$ cat src/lnbtc_pkg.sv
package lnbtc_pkg;

	// ----------------------------------------------------------------
	// clocking and tone timing
	// ----------------------------------------------------------------
	localparam int CLK_HZ         = 25_000_000;
	localparam int TONE_HZ        = 22_000;
	localparam int BOOST_MULT     = 16;
	localparam int BOOST_DIV      = CLK_HZ / (TONE_HZ * BOOST_MULT);
	localparam int BOOST_HALF     = BOOST_DIV / 2;
	localparam int DIV_W          = 7;
	localparam logic [DIV_W-1:0] BOOST_DIV_M1 = DIV_W'(BOOST_DIV - 1);
	localparam logic [DIV_W-1:0] BOOST_HALF_C = DIV_W'(BOOST_HALF);
	localparam int TONE_PH_W      = 4;

	// tone detector hold: one tone cycle of boost ticks
	localparam int DET_HOLD_W     = 5;
	localparam logic [DET_HOLD_W-1:0] DET_HOLD_TICKS = 5'h10;
	// tone-present hold: two tone cycles of boost ticks
	localparam int GEN_HOLD_W     = 6;
	localparam logic [GEN_HOLD_W-1:0] GEN_HOLD_TICKS = 6'h20;

	// ----------------------------------------------------------------
	// overcurrent timing
	// ----------------------------------------------------------------
	localparam int OC_TIME_MS     = 48;
	localparam int OC_TRIP_CYC    = (CLK_HZ / 1000) * OC_TIME_MS;
	localparam int OC_CNT_W       = 21;
	localparam int RESTART_GAP_S  = 2;

	// ----------------------------------------------------------------
	// register map
	// ----------------------------------------------------------------
	localparam int NUM_CH         = 2;
	localparam int REG_STRIDE     = 4;
	localparam logic [7:0] OFS_CTRL0  = 8'h00;
	localparam logic [7:0] OFS_STATUS = 8'h08;
	localparam logic [7:0] OFS_MASK   = 8'h0C;

	// control register fields
	localparam int BIT_SRC        = 0;
	localparam int BIT_GATE       = 1;
	localparam int BIT_EN         = 2;

	// status / mask register fields
	localparam int POS_OC         = 0;
	localparam int POS_TONE       = 2;
	localparam int POS_DIS        = 4;

	localparam logic [7:0] RST_CTRL = 8'h00;
	localparam logic [1:0] RST_MASK = 2'h0;

endpackage

$ cat src/lnbtc_top.sv
// Function
// - An uninterrupted overcurrent lasting longer than 48 ms disables the channel and sets its fault flag.
// - After an overcurrent shutdown the channel stays off until the host enables it again.
// - The boost converter clock runs at sixteen times the internal tone rate, about 352 kHz.
// - The source select bit picks the internal 22 kHz oscillator at 1 and the modulation pin at 0.
// - With internal source and pin held high, the gate bit alone switches the internal tone.
// - With internal source and gate set, the modulation pin level switches the internal tone.
// - With external source, a continuous clock on the pin is passed only while the gate bit is set.
// - With external source and gate set, a stopped pin parks the output at its held level.
// - A tone leaves only when both gate bit and pin allow it, so either at 0 stops transmission.
// - The tone-present flag is set whenever a tone is being generated, in every option.
// - The detector pulls its open-drain output low while a tone is received, lagging at most one tone cycle.
// - The overcurrent fault flag is latched, requests an interrupt, and holds until cleared.
// - The tone-present flag follows the channel live and never raises the interrupt.
// - All control bits, tone source and gate included, are 0 after power-up.
//
// Local design decisions: the plain strobed port and the placing of the registers.
module lnbtc_top
	import lnbtc_pkg::*;
#(
	parameter int OC_TRIP_CYCLES = OC_TRIP_CYC
) (
	// clock and reset
	input  wire logic             ref_clk,
	input  wire logic             resetn,
	// register port
	input  wire logic [7:0]       reg_addr,
	input  wire logic [7:0]       reg_wdata,
	input  wire logic             reg_wr,
	input  wire logic             reg_rd,
	output logic      [7:0]       reg_rdata,
	// channel pins in
	input  wire logic [NUM_CH-1:0] oc_det,
	input  wire logic [NUM_CH-1:0] external_modulation_pin,
	input  wire logic [NUM_CH-1:0] tone_rx_in,
	// channel outputs
	output logic      [NUM_CH-1:0] lnb_out_en,
	output logic      [NUM_CH-1:0] boost_clk,
	output logic      [NUM_CH-1:0] tone_mod_en,
	output logic      [NUM_CH-1:0] tone_mod_level,
	// open-drain tone detect
	output logic      [NUM_CH-1:0] tone_det_o,
	output logic      [NUM_CH-1:0] tone_det_oe,
	// interrupt
	output logic                   irq
);

	// ----------------------------------------------------------------
	// helpers
	// ----------------------------------------------------------------
	function automatic logic [7:0] ctrl_ofs(input int ch);
		ctrl_ofs = 8'(int'(OFS_CTRL0) + ch * REG_STRIDE);
	endfunction

	function automatic logic hit(input logic [7:0] a, input logic [7:0] ofs);
		hit = (a == ofs);
	endfunction

	localparam logic [OC_CNT_W-1:0] OC_LIMIT = OC_CNT_W'(OC_TRIP_CYCLES);

	// ----------------------------------------------------------------
	// declarations
	// ----------------------------------------------------------------
	logic [DIV_W-1:0]      div_cnt_ff;
	logic                  boost_tick_ff;
	logic                  boost_phase_ff;
	logic [NUM_CH-1:0]     boost_clk_ff;
	logic [TONE_PH_W-1:0]  tone_ph_ff;

	logic [NUM_CH-1:0]     oc_meta_ff;
	logic [NUM_CH-1:0]     oc_sync_ff;
	logic [NUM_CH-1:0]     ext_meta_ff;
	logic [NUM_CH-1:0]     ext_sync_ff;
	logic [NUM_CH-1:0]     rx_meta_ff;
	logic [NUM_CH-1:0]     rx_sync_ff;
	logic [NUM_CH-1:0]     rx_prev_ff;

	logic [NUM_CH-1:0]     tone_source_select_ff;
	logic [NUM_CH-1:0]     tone_gate_bit_ff;
	logic [NUM_CH-1:0]     ch_en_ff;
	logic [NUM_CH-1:0]     mask_ff;

	logic [OC_CNT_W-1:0]   overcurrent_disable_timer_ff [NUM_CH];
	logic [NUM_CH-1:0]     oc_trip;
	logic [NUM_CH-1:0]     overcurrent_fault_flag_ff;
	logic [NUM_CH-1:0]     oc_clear;

	logic [NUM_CH-1:0]     mod_en_ff;
	logic [NUM_CH-1:0]     mod_lvl_ff;
	logic [NUM_CH-1:0]     mod_lvl_prev_ff;
	logic [GEN_HOLD_W-1:0] gen_hold_ff [NUM_CH];
	logic [NUM_CH-1:0]     tone_present_flag_ff;

	logic [DET_HOLD_W-1:0] det_hold_ff [NUM_CH];
	logic [NUM_CH-1:0]     det_oe_ff;
	logic [NUM_CH-1:0]     det_o_ff;

	logic [7:0]            reg_rdata_ff;
	logic [7:0]            nxt_rdata;
	logic                  irq_ff;

	// ----------------------------------------------------------------
	// boost clock divider and internal tone
	// ----------------------------------------------------------------
	// one divider feeds both, so tone and boost stay locked at 16:1
	always_ff @(posedge ref_clk or negedge resetn) begin
		if (!resetn) begin
			div_cnt_ff    <= '0;
			boost_tick_ff <= 1'b0;
		end else begin
			boost_tick_ff <= (div_cnt_ff == BOOST_DIV_M1);
			if (div_cnt_ff == BOOST_DIV_M1) begin
				div_cnt_ff <= '0;
			end else begin
				div_cnt_ff <= div_cnt_ff + 1'b1;
			end
		end
	end

	always_ff @(posedge ref_clk or negedge resetn) begin
		if (!resetn) begin
			boost_phase_ff <= 1'b0;
			boost_clk_ff   <= '0;
		end else begin
			boost_phase_ff <= (div_cnt_ff < BOOST_HALF_C);
			boost_clk_ff   <= {NUM_CH{boost_phase_ff}} & ch_en_ff;
		end
	end

	// sixteen boost ticks make one tone period
	always_ff @(posedge ref_clk or negedge resetn) begin
		if (!resetn) begin
			tone_ph_ff <= '0;
		end else if (boost_tick_ff) begin
			tone_ph_ff <= tone_ph_ff + 1'b1;
		end
	end

	// ----------------------------------------------------------------
	// pin synchronisers
	// ----------------------------------------------------------------
	always_ff @(posedge ref_clk or negedge resetn) begin
		if (!resetn) begin
			oc_meta_ff  <= '0;
			oc_sync_ff  <= '0;
			ext_meta_ff <= '0;
			ext_sync_ff <= '0;
			rx_meta_ff  <= '0;
			rx_sync_ff  <= '0;
			rx_prev_ff  <= '0;
		end else begin
			oc_meta_ff  <= oc_det;
			oc_sync_ff  <= oc_meta_ff;
			ext_meta_ff <= external_modulation_pin;
			ext_sync_ff <= ext_meta_ff;
			rx_meta_ff  <= tone_rx_in;
			rx_sync_ff  <= rx_meta_ff;
			rx_prev_ff  <= rx_sync_ff;
		end
	end

	// ----------------------------------------------------------------
	// control registers
	// ----------------------------------------------------------------
	always_ff @(posedge ref_clk or negedge resetn) begin
		if (!resetn) begin
			tone_source_select_ff <= '0;
			tone_gate_bit_ff      <= '0;
			ch_en_ff              <= '0;
		end else begin
			for (int c = 0; c < NUM_CH; c++) begin
				if (reg_wr && hit(reg_addr, ctrl_ofs(c))) begin
					tone_source_select_ff[c] <= reg_wdata[BIT_SRC];
					tone_gate_bit_ff[c]      <= reg_wdata[BIT_GATE];
					ch_en_ff[c]              <= reg_wdata[BIT_EN];
				end
				// a trip beats a host enable in the same cycle
				if (oc_trip[c]) begin
					ch_en_ff[c] <= 1'b0;
				end
			end
		end
	end

	always_ff @(posedge ref_clk or negedge resetn) begin
		if (!resetn) begin
			mask_ff <= RST_MASK;
		end else if (reg_wr && hit(reg_addr, OFS_MASK)) begin
			mask_ff <= reg_wdata[POS_OC +: NUM_CH];
		end
	end

	// ----------------------------------------------------------------
	// overcurrent timer
	// ----------------------------------------------------------------
	always_ff @(posedge ref_clk or negedge resetn) begin
		if (!resetn) begin
			for (int c = 0; c < NUM_CH; c++) begin
				overcurrent_disable_timer_ff[c] <= '0;
			end
		end else begin
			for (int c = 0; c < NUM_CH; c++) begin
				if (!oc_sync_ff[c] || !ch_en_ff[c]) begin
					overcurrent_disable_timer_ff[c] <= '0;
				end else if (overcurrent_disable_timer_ff[c] != OC_LIMIT) begin
					overcurrent_disable_timer_ff[c] <= overcurrent_disable_timer_ff[c] + 1'b1;
				end
			end
		end
	end

	// trips in the same cycle that the timer holds the full limit
	always_comb begin
		for (int c = 0; c < NUM_CH; c++) begin
			oc_trip[c] = oc_sync_ff[c] && ch_en_ff[c] &&
				(overcurrent_disable_timer_ff[c] == OC_LIMIT);
		end
	end

	assign oc_clear = (reg_wr && hit(reg_addr, OFS_STATUS)) ?
		reg_wdata[POS_OC +: NUM_CH] : '0;

	always_ff @(posedge ref_clk or negedge resetn) begin
		if (!resetn) begin
			overcurrent_fault_flag_ff <= '0;
		end else begin
			// set wins over a simultaneous clear
			overcurrent_fault_flag_ff <= oc_trip |
				(overcurrent_fault_flag_ff & ~oc_clear);
		end
	end

	// ----------------------------------------------------------------
	// tone generation
	// ----------------------------------------------------------------
	always_ff @(posedge ref_clk or negedge resetn) begin
		if (!resetn) begin
			mod_en_ff  <= '0;
			mod_lvl_ff <= '0;
		end else begin
			for (int c = 0; c < NUM_CH; c++) begin
				if (tone_source_select_ff[c]) begin
					// internal tone, gated by both bit and pin
					mod_en_ff[c]  <= ch_en_ff[c] && tone_gate_bit_ff[c] &&
						ext_sync_ff[c];
					mod_lvl_ff[c] <= tone_ph_ff[TONE_PH_W-1];
				end else begin
					// pin level passed through; a stopped pin parks there
					mod_en_ff[c]  <= ch_en_ff[c] && tone_gate_bit_ff[c];
					mod_lvl_ff[c] <= ext_sync_ff[c];
				end
			end
		end
	end

	// ----------------------------------------------------------------
	// tone-present flag
	// ----------------------------------------------------------------
	// a parked output is not a tone: only toggling reloads the hold
	always_ff @(posedge ref_clk or negedge resetn) begin
		if (!resetn) begin
			mod_lvl_prev_ff      <= '0;
			tone_present_flag_ff <= '0;
			for (int c = 0; c < NUM_CH; c++) begin
				gen_hold_ff[c] <= '0;
			end
		end else begin
			mod_lvl_prev_ff <= mod_lvl_ff;
			for (int c = 0; c < NUM_CH; c++) begin
				if (mod_en_ff[c] && (mod_lvl_ff[c] != mod_lvl_prev_ff[c])) begin
					gen_hold_ff[c] <= GEN_HOLD_TICKS;
				end else if (!mod_en_ff[c]) begin
					gen_hold_ff[c] <= '0;
				end else if (boost_tick_ff && gen_hold_ff[c] != '0) begin
					gen_hold_ff[c] <= gen_hold_ff[c] - 1'b1;
				end
				tone_present_flag_ff[c] <= (gen_hold_ff[c] != '0);
			end
		end
	end

	// ----------------------------------------------------------------
	// tone detector
	// ----------------------------------------------------------------
	// hold of one tone cycle bounds both lag and stretch
	always_ff @(posedge ref_clk or negedge resetn) begin
		if (!resetn) begin
			det_oe_ff <= '0;
			det_o_ff  <= '0;
			for (int c = 0; c < NUM_CH; c++) begin
				det_hold_ff[c] <= '0;
			end
		end else begin
			det_o_ff <= '0;
			for (int c = 0; c < NUM_CH; c++) begin
				if (rx_sync_ff[c] != rx_prev_ff[c]) begin
					det_hold_ff[c] <= DET_HOLD_TICKS;
					det_oe_ff[c]   <= 1'b1;
				end else begin
					if (boost_tick_ff && det_hold_ff[c] != '0) begin
						det_hold_ff[c] <= det_hold_ff[c] - 1'b1;
					end
					det_oe_ff[c] <= (det_hold_ff[c] != '0);
				end
			end
		end
	end

	// ----------------------------------------------------------------
	// register read
	// ----------------------------------------------------------------
	always_comb begin
		nxt_rdata = 8'h00;
		if (hit(reg_addr, OFS_STATUS)) begin
			nxt_rdata[POS_OC +: NUM_CH]   = overcurrent_fault_flag_ff;
			nxt_rdata[POS_TONE +: NUM_CH] = tone_present_flag_ff;
			nxt_rdata[POS_DIS +: NUM_CH]  = ~ch_en_ff;
		end else if (hit(reg_addr, OFS_MASK)) begin
			nxt_rdata[POS_OC +: NUM_CH] = mask_ff;
		end
		for (int c = 0; c < NUM_CH; c++) begin
			if (hit(reg_addr, ctrl_ofs(c))) begin
				nxt_rdata[BIT_SRC]  = tone_source_select_ff[c];
				nxt_rdata[BIT_GATE] = tone_gate_bit_ff[c];
				nxt_rdata[BIT_EN]   = ch_en_ff[c];
			end
		end
	end

	always_ff @(posedge ref_clk or negedge resetn) begin
		if (!resetn) begin
			reg_rdata_ff <= 8'h00;
		end else if (reg_rd) begin
			reg_rdata_ff <= nxt_rdata;
		end else begin
			reg_rdata_ff <= 8'h00;
		end
	end

	// ----------------------------------------------------------------
	// interrupt
	// ----------------------------------------------------------------
	// tone-present is kept out of the interrupt on purpose
	always_ff @(posedge ref_clk or negedge resetn) begin
		if (!resetn) begin
			irq_ff <= 1'b0;
		end else begin
			irq_ff <= |(overcurrent_fault_flag_ff & mask_ff);
		end
	end

	// ----------------------------------------------------------------
	// outputs
	// ----------------------------------------------------------------
	assign reg_rdata      = reg_rdata_ff;
	assign lnb_out_en     = ch_en_ff;
	assign boost_clk      = boost_clk_ff;
	assign tone_mod_en    = mod_en_ff;
	assign tone_mod_level = mod_lvl_ff;
	assign tone_det_o     = det_o_ff;
	assign tone_det_oe    = det_oe_ff;
	assign irq            = irq_ff;

endmodule

$ cat config.mk
export PLATFORM = sky130hd
export DESIGN_NAME = lnbtc_top
export DESIGN_NICKNAME = d
export VERILOG_FILES = /design/src/lnbtc_pkg.sv /design/src/lnbtc_top.sv
export SDC_FILE = /design/constraint.sdc
export NUM_CORES = 1
export LEC_CHECK = 0
export ABC_AREA = 1
export BUFFER_PORTS_ARGS = -buffer_cell sky130_fd_sc_hd__buf_2
export CAP_MARGIN = 25
export CORE_ASPECT_RATIO = 0.7
export CORE_MARGIN = 4
export CORE_UTILIZATION = 45
export CTS_CLUSTER_DIAMETER = 200
export CTS_CLUSTER_SIZE = 20
export DETAILED_ROUTE_END_ITERATION = 6
export SLEW_MARGIN = 40
export SYNTH_ARGS = -nofsm -noshare
export SYNTH_HDL_FRONTEND = slang
export SYNTH_SLANG_ARGS = --single-unit
export TNS_END_PERCENT = 30
$ cat constraint.sdc
create_clock -name ref_clk -period 1.9 [get_ports ref_clk]
set_input_delay 0.19 -clock ref_clk [delete_from_list [all_inputs] [get_ports ref_clk]]
set_output_delay 0.19 -clock ref_clk [all_outputs]
set_load 0.02 [all_outputs]
# Yosys cells after proc, flatten, opt, wreduce, memory -nomap -nowiden
# Index checks and enable logic that the tools add are counted.
dict set report totals {
  regBits 122
  input_bits 26
  word_cells 130
  n_memories 0
  rom_bits 0
  ramBits 0
  latch_bits 0
}
dict set report classes {
  n_reduce_logical 36
  n_mux 32
  addsub 8
  n_div 0
  n_eq_ne 14
  n_bitwise 6
  magnitude_cmp 1
  n_mul 0
  shift 0
}
# op n
set ops {}
lappend ops {{21-bit 2-to-1 mux} 4}
lappend ops {{21-bit by 1-bit adder with 21-bit output, second input constant} 2}
lappend ops {{21-bit == test, second input constant} 2}
lappend ops {{6-bit 2-to-1 mux} 7}
lappend ops {{21-bit != test, second input constant} 2}
lappend ops {{5-bit 2-to-1 mux} 4}
lappend ops {{1-bit logical AND} 18}
lappend ops {{8-bit by 4-bit == test with 1-bit output, second input constant} 2}
lappend ops {{2-bit nonzero test} 6}
lappend ops {{6-bit nonzero test} 2}
lappend ops {{6-bit by 1-bit subtractor with 6-bit output, second input constant} 2}
lappend ops {{1-bit 2-to-1 mux} 10}
lappend ops {{5-bit nonzero test} 2}
lappend ops {{5-bit by 1-bit subtractor with 5-bit output, second input constant} 2}
lappend ops {{8-bit by 3-bit == test with 1-bit output, second input constant} 1}
lappend ops {{8-bit logical NOT} 1}
lappend ops {{7-bit by 1-bit adder with 7-bit output, second input constant} 1}
lappend ops {{7-bit == test, second input constant} 1}
lappend ops {{7-bit by 6-bit less-than comparator with 1-bit output, second input constant} 1}
lappend ops {{7-bit 2-to-1 mux} 1}
lappend ops {{2-bit bitwise AND} 3}
lappend ops {{2-bit 2-to-1 mux} 3}
lappend ops {{3-bit 2-to-1 mux} 2}
lappend ops {{3-bit by 1-bit != test with 1-bit output, second input constant} 2}
lappend ops {{8 further kinds} 16}

# Logic depth before layout (Yosys ltp)
dict set report logic_depth {
  ltp_word 6
  depth_mapped 11
  ltp_nobuf 11
}

# Worst setup path after synthesis
# Ideal clock, no wire load.
dict set report synth_path {
  path_type {reg-to-reg}
  startpoint {register overcurrent_disable_timer_ff[1] (netlist name)}
  endpoint {register overcurrent_disable_timer_ff[16] (netlist name)}
  synth_period_minus_slack_ns 1.446
  setup_slack_ns 0.454
  t_arrival_ns 1.312
  stages_incl_launch_ff 8
  cell_sequence {dfrtp_1 -> ha_1 -> nand2_2 -> nor2_4 -> nand2_4 -> nor2_1 -> xor2_1 -> nor2_1}
}
dict set report synth_via {
  elab_chain_cells 3
}
# item line
set synth_lines {}
lappend synth_lines {{start, declared} lnbtc_top.sv:83} ;# logic [OC_CNT_W-1:0] overcurrent_disable_timer_ff [NUM_CH];
lappend synth_lines {{start signal, assigned by index} lnbtc_top.sv:206} ;# overcurrent_disable_timer_ff[c] <= overcurrent_disable_timer_ff[c] + 1'b1;
lappend synth_lines {{21-bit by 1-bit adder with 21-bit output} lnbtc_top.sv:206}
lappend synth_lines {{21-bit 2-to-1 mux} lnbtc_top.sv:205} ;# end else if (overcurrent_disable_timer_ff[c] != OC_LIMIT) begin
lappend synth_lines {{21-bit 2-to-1 mux} lnbtc_top.sv:203} ;# if (!oc_sync_ff[c] || !ch_en_ff[c]) begin
# Parallel ways exist; a longest one is shown, timed or not. The select of a mux whose other input is x is not followed.
# A chain may end at the register's enable or synchronous reset.

# Final worst setup path
# Ends and elaborated chain as after synthesis.

==> impl_metrics.yaml <==
clock_tree:
  htreeDepth: 4
  clk_pin_slew_ns: 0.06
  tritoncts: "done"
  cts-root-buf: "clkbuf_16"
  clkLatencyLatePin_ns: 0.41
  clk_path_buf_depth: 2
  cts_buffers: 17
  cts.sinks: 120
  cts_hold_buf: 7
  cts_resized: 0
  post-cts-setup-buffers: 0
place:
  hpwl_um: 9460
  dp.cells: 977
  port_buffers: 37
  gp_congestion: 0.883
critical_path:
  critical_path_class: "reg2reg"
  crit_arrival_ns: 1.95
  cp.required_ns: 2.19
  critPathLaunchType: "flop"
  critPathMaxFanout: 7
  endpoint_kind: "flop"
layout:
  nFillCells: 1177
  final_layout_size_suffix_gt1_share_pct: 14.2
  layout.cells.non_filler: 1016
  syn_to_final_growth_pct: 17.7
  nNetsFinal: 857
  antennaDiodeCount: 0
die:
  die_height_um: 105
  coreArea_um2: 13200
  ios: 47
  dieArea_um2: 15400
  rows: 35
  start_util_pct: 46.0
  dieWidth_um: 147
power_and_ir_drop:
  power_leakage_nw: 3.37
  power_density_nw_per_um2: 868
  ir_drop_mv: 0.508
logic_synthesis:
  yosys_warnings: 0
  synthTopCellsByCount: "nand2_1, dfrtp_1, nor2_1"
  async_flop_share_pct: 100
  syn_inst: 755
  yosysMostFrequentCell: "nand2_1"
  synth_ff_type: "dfrtp_1"
  synth.distinct_cells: 34
  synth_edf_count: 0
  syn_area_um2: 6060
  ys_ff_latch: 120
  synth_top_area_share_pct: 49.5
  post_synth.cell_area_avg_um2: 8.03
  synth_largest_area_cell: "dfrtp_1"
  synth_area_leaders: "dfrtp_1, nand2_1, nor2_1"
  yosysSeqAreaShare_pct: 49.5
timing:
  maxSlewViolCount: 0
  skew_ns: 0.00869
  min_period_over_period_pct: 87.3
  fmax_ghz: 0.603
  timing.slew.headroom_pct: 58.2
  min_period_ns: 1.66
  rsz0062_at_grt: "no"
  setup_viol: 0
  tns_ns: 0
  tightest_slew_ns: 0.623
  finalHoldViolations: 0
detailed_routing:
  routed_via_density: 4.92
  wire_per_inst_um: 12.6
  drt-initial-drc-count: 317
  drc_errors: 0
  drt_wl_total_um: 12800
  vias: 4995
  antenna_left: 0
  first_pass_iters: 4
grt:
  grt_pass1_vias: 4758
  antenna_found_initial: 0
  grt_max_degree: 38
  grt_pass1_wl_um: 22500
  grt_use_total_pct: 17.7
  grt_overflow_total: 0
flow_run:
  maxCapViolations: 0
worst_hold_path:
  hold_path.class: "in2reg"
run_status:
  outcome: "completed"
-- report_power, final --
part | total, mW | internal [mW] | switching [mW]
Clock | 3.04 | 1.84 | 1.20
Combinational | 0.451 | 0.167 | 0.284
Sequential | 2.70 | 2.65 | 0.0543
-- path summary, 6_finish.rpt --
check	cells after the start	end	start	slack, ns
worst min register to register	0	rx_sync_ff[0]	rx_meta_ff[0]	0.35
worst max register to register	7	overcurrent_disable_timer_ff[16]	overcurrent_disable_timer_ff[1]	0.24
worst max-delay path	7	overcurrent_disable_timer_ff[16]	overcurrent_disable_timer_ff[1]	0.24
worst min-delay path	3	reg_rdata[2]	reg_rd	0.04
max in group asynchronous	3	tone_present_flag_ff[0]	resetn	0.99
min in group asynchronous	2	det_hold_ff[3]	resetn	0.27
-- layout by cell type (no fill, tap or decap), types with 2 or more instances in the layout --
cell           count
a21oi_1           25
and3_2             2
buf_2             36
buf_4              7
clkbuf_16         17
clkinv_2           2
clkinv_4           6
clkinvlp_4         3
conb_1             4
dfrtp_1          120
dlygate4sd3_1      7
ha_1              13
inv_1             95
nand2_1          176
nand2_2           11
nand2_4            2
nand3_1           59
nand3b_1           4
nand4_1           16
nor2_1           115
nor2_2            14
nor2_4             7
nor3_1             7
nor3b_1            2
o211ai_1           2
o21ai_0           39
o21ai_1            3
or2_2              2
xnor2_1            5
xnor2_2            2
xor2_1            16
-- state kept, by name (all words and copies together) (netlist names), 4 cells and up --
signal and count:
overcurrent_disable_timer_ff 42, reg_rdata 6, div_cnt_ff 7, gen_hold_ff 12, tone_ph_ff 4, det_hold_ff 10
-- per-layer routing --
layer	vias up	global-route usage, %	routed length, µm	part of all wire, %
li1	2526	-	-	-
met1	2365	25.5	6580	51
met2	88	26.4	5600	44
met3	16	4.38	488	3.8
met4	0	5.10	136	1.1
met5	-	0	0	0
-- stage by stage --
| step | power (mW) | setup slack, ns | utilization [%] | instance area, µm² | hold slack, ns |
|---|---|---|---|---|---|
| 6_report | 6.20 | 0.241 | 54.1 | 7130 | 0.0428 |
| 5_1_grt | 6.44 | 0.0922 | 54.1 | 7130 | 0.0415 |
| 4_1_cts | 6.25 | 0.230 | 54.1 | 7130 | 0.0291 |
| 3_5_place_dp | 3.19 | 0.240 | 49.3 | 6500 | 0.181 |
| 3_3_place_gp | 3.16 | 0.295 | 49.3 | 6500 | 0.178 |
| 2_1_floorplan | 3.03 | 0.454 | - | 6070 | -0.106 |
-- area by class of cell --
cell class              count  area [µm²]  share of cell area (%)
clock buffers              19         443                    6.21
clock inverters            13         124                    1.74
inverters                  96         360                    5.05
multi-input cells         532        2650                    37.1
flip-flops and latches    120        3000                    42.1
well taps                 185         231                    3.24
repair buffers             51         323                    4.52
-- cell families (layout without fill, tap and decap cells) --
kind of cell             after synthesis  after routing  synth area share, %
AO/OA/AOI/OAI                         72             72                 6.15
buffers and inverters                106            179                 6.95
AND/OR/NAND/NOR                      419            419                 30.9
multiplexers                           1              1                0.186
XOR/XNOR                              23             23                 3.57
adder cells (fa/ha/maj)               13             13                 2.68
other                                  1              4               0.0618
flip-flops                           120            120                 49.5
-- critical path, stage by stage (launching register included) --
cell,delay (ns)
dfrtp_1,0.45
ha_1,0.37
nand2_2,0.11
nor2_4,0.18
nand2_4,0.10
nor2_1,0.13
xor2_1,0.16
nor2_1,0.05
(Power assumes the default switching activity.)
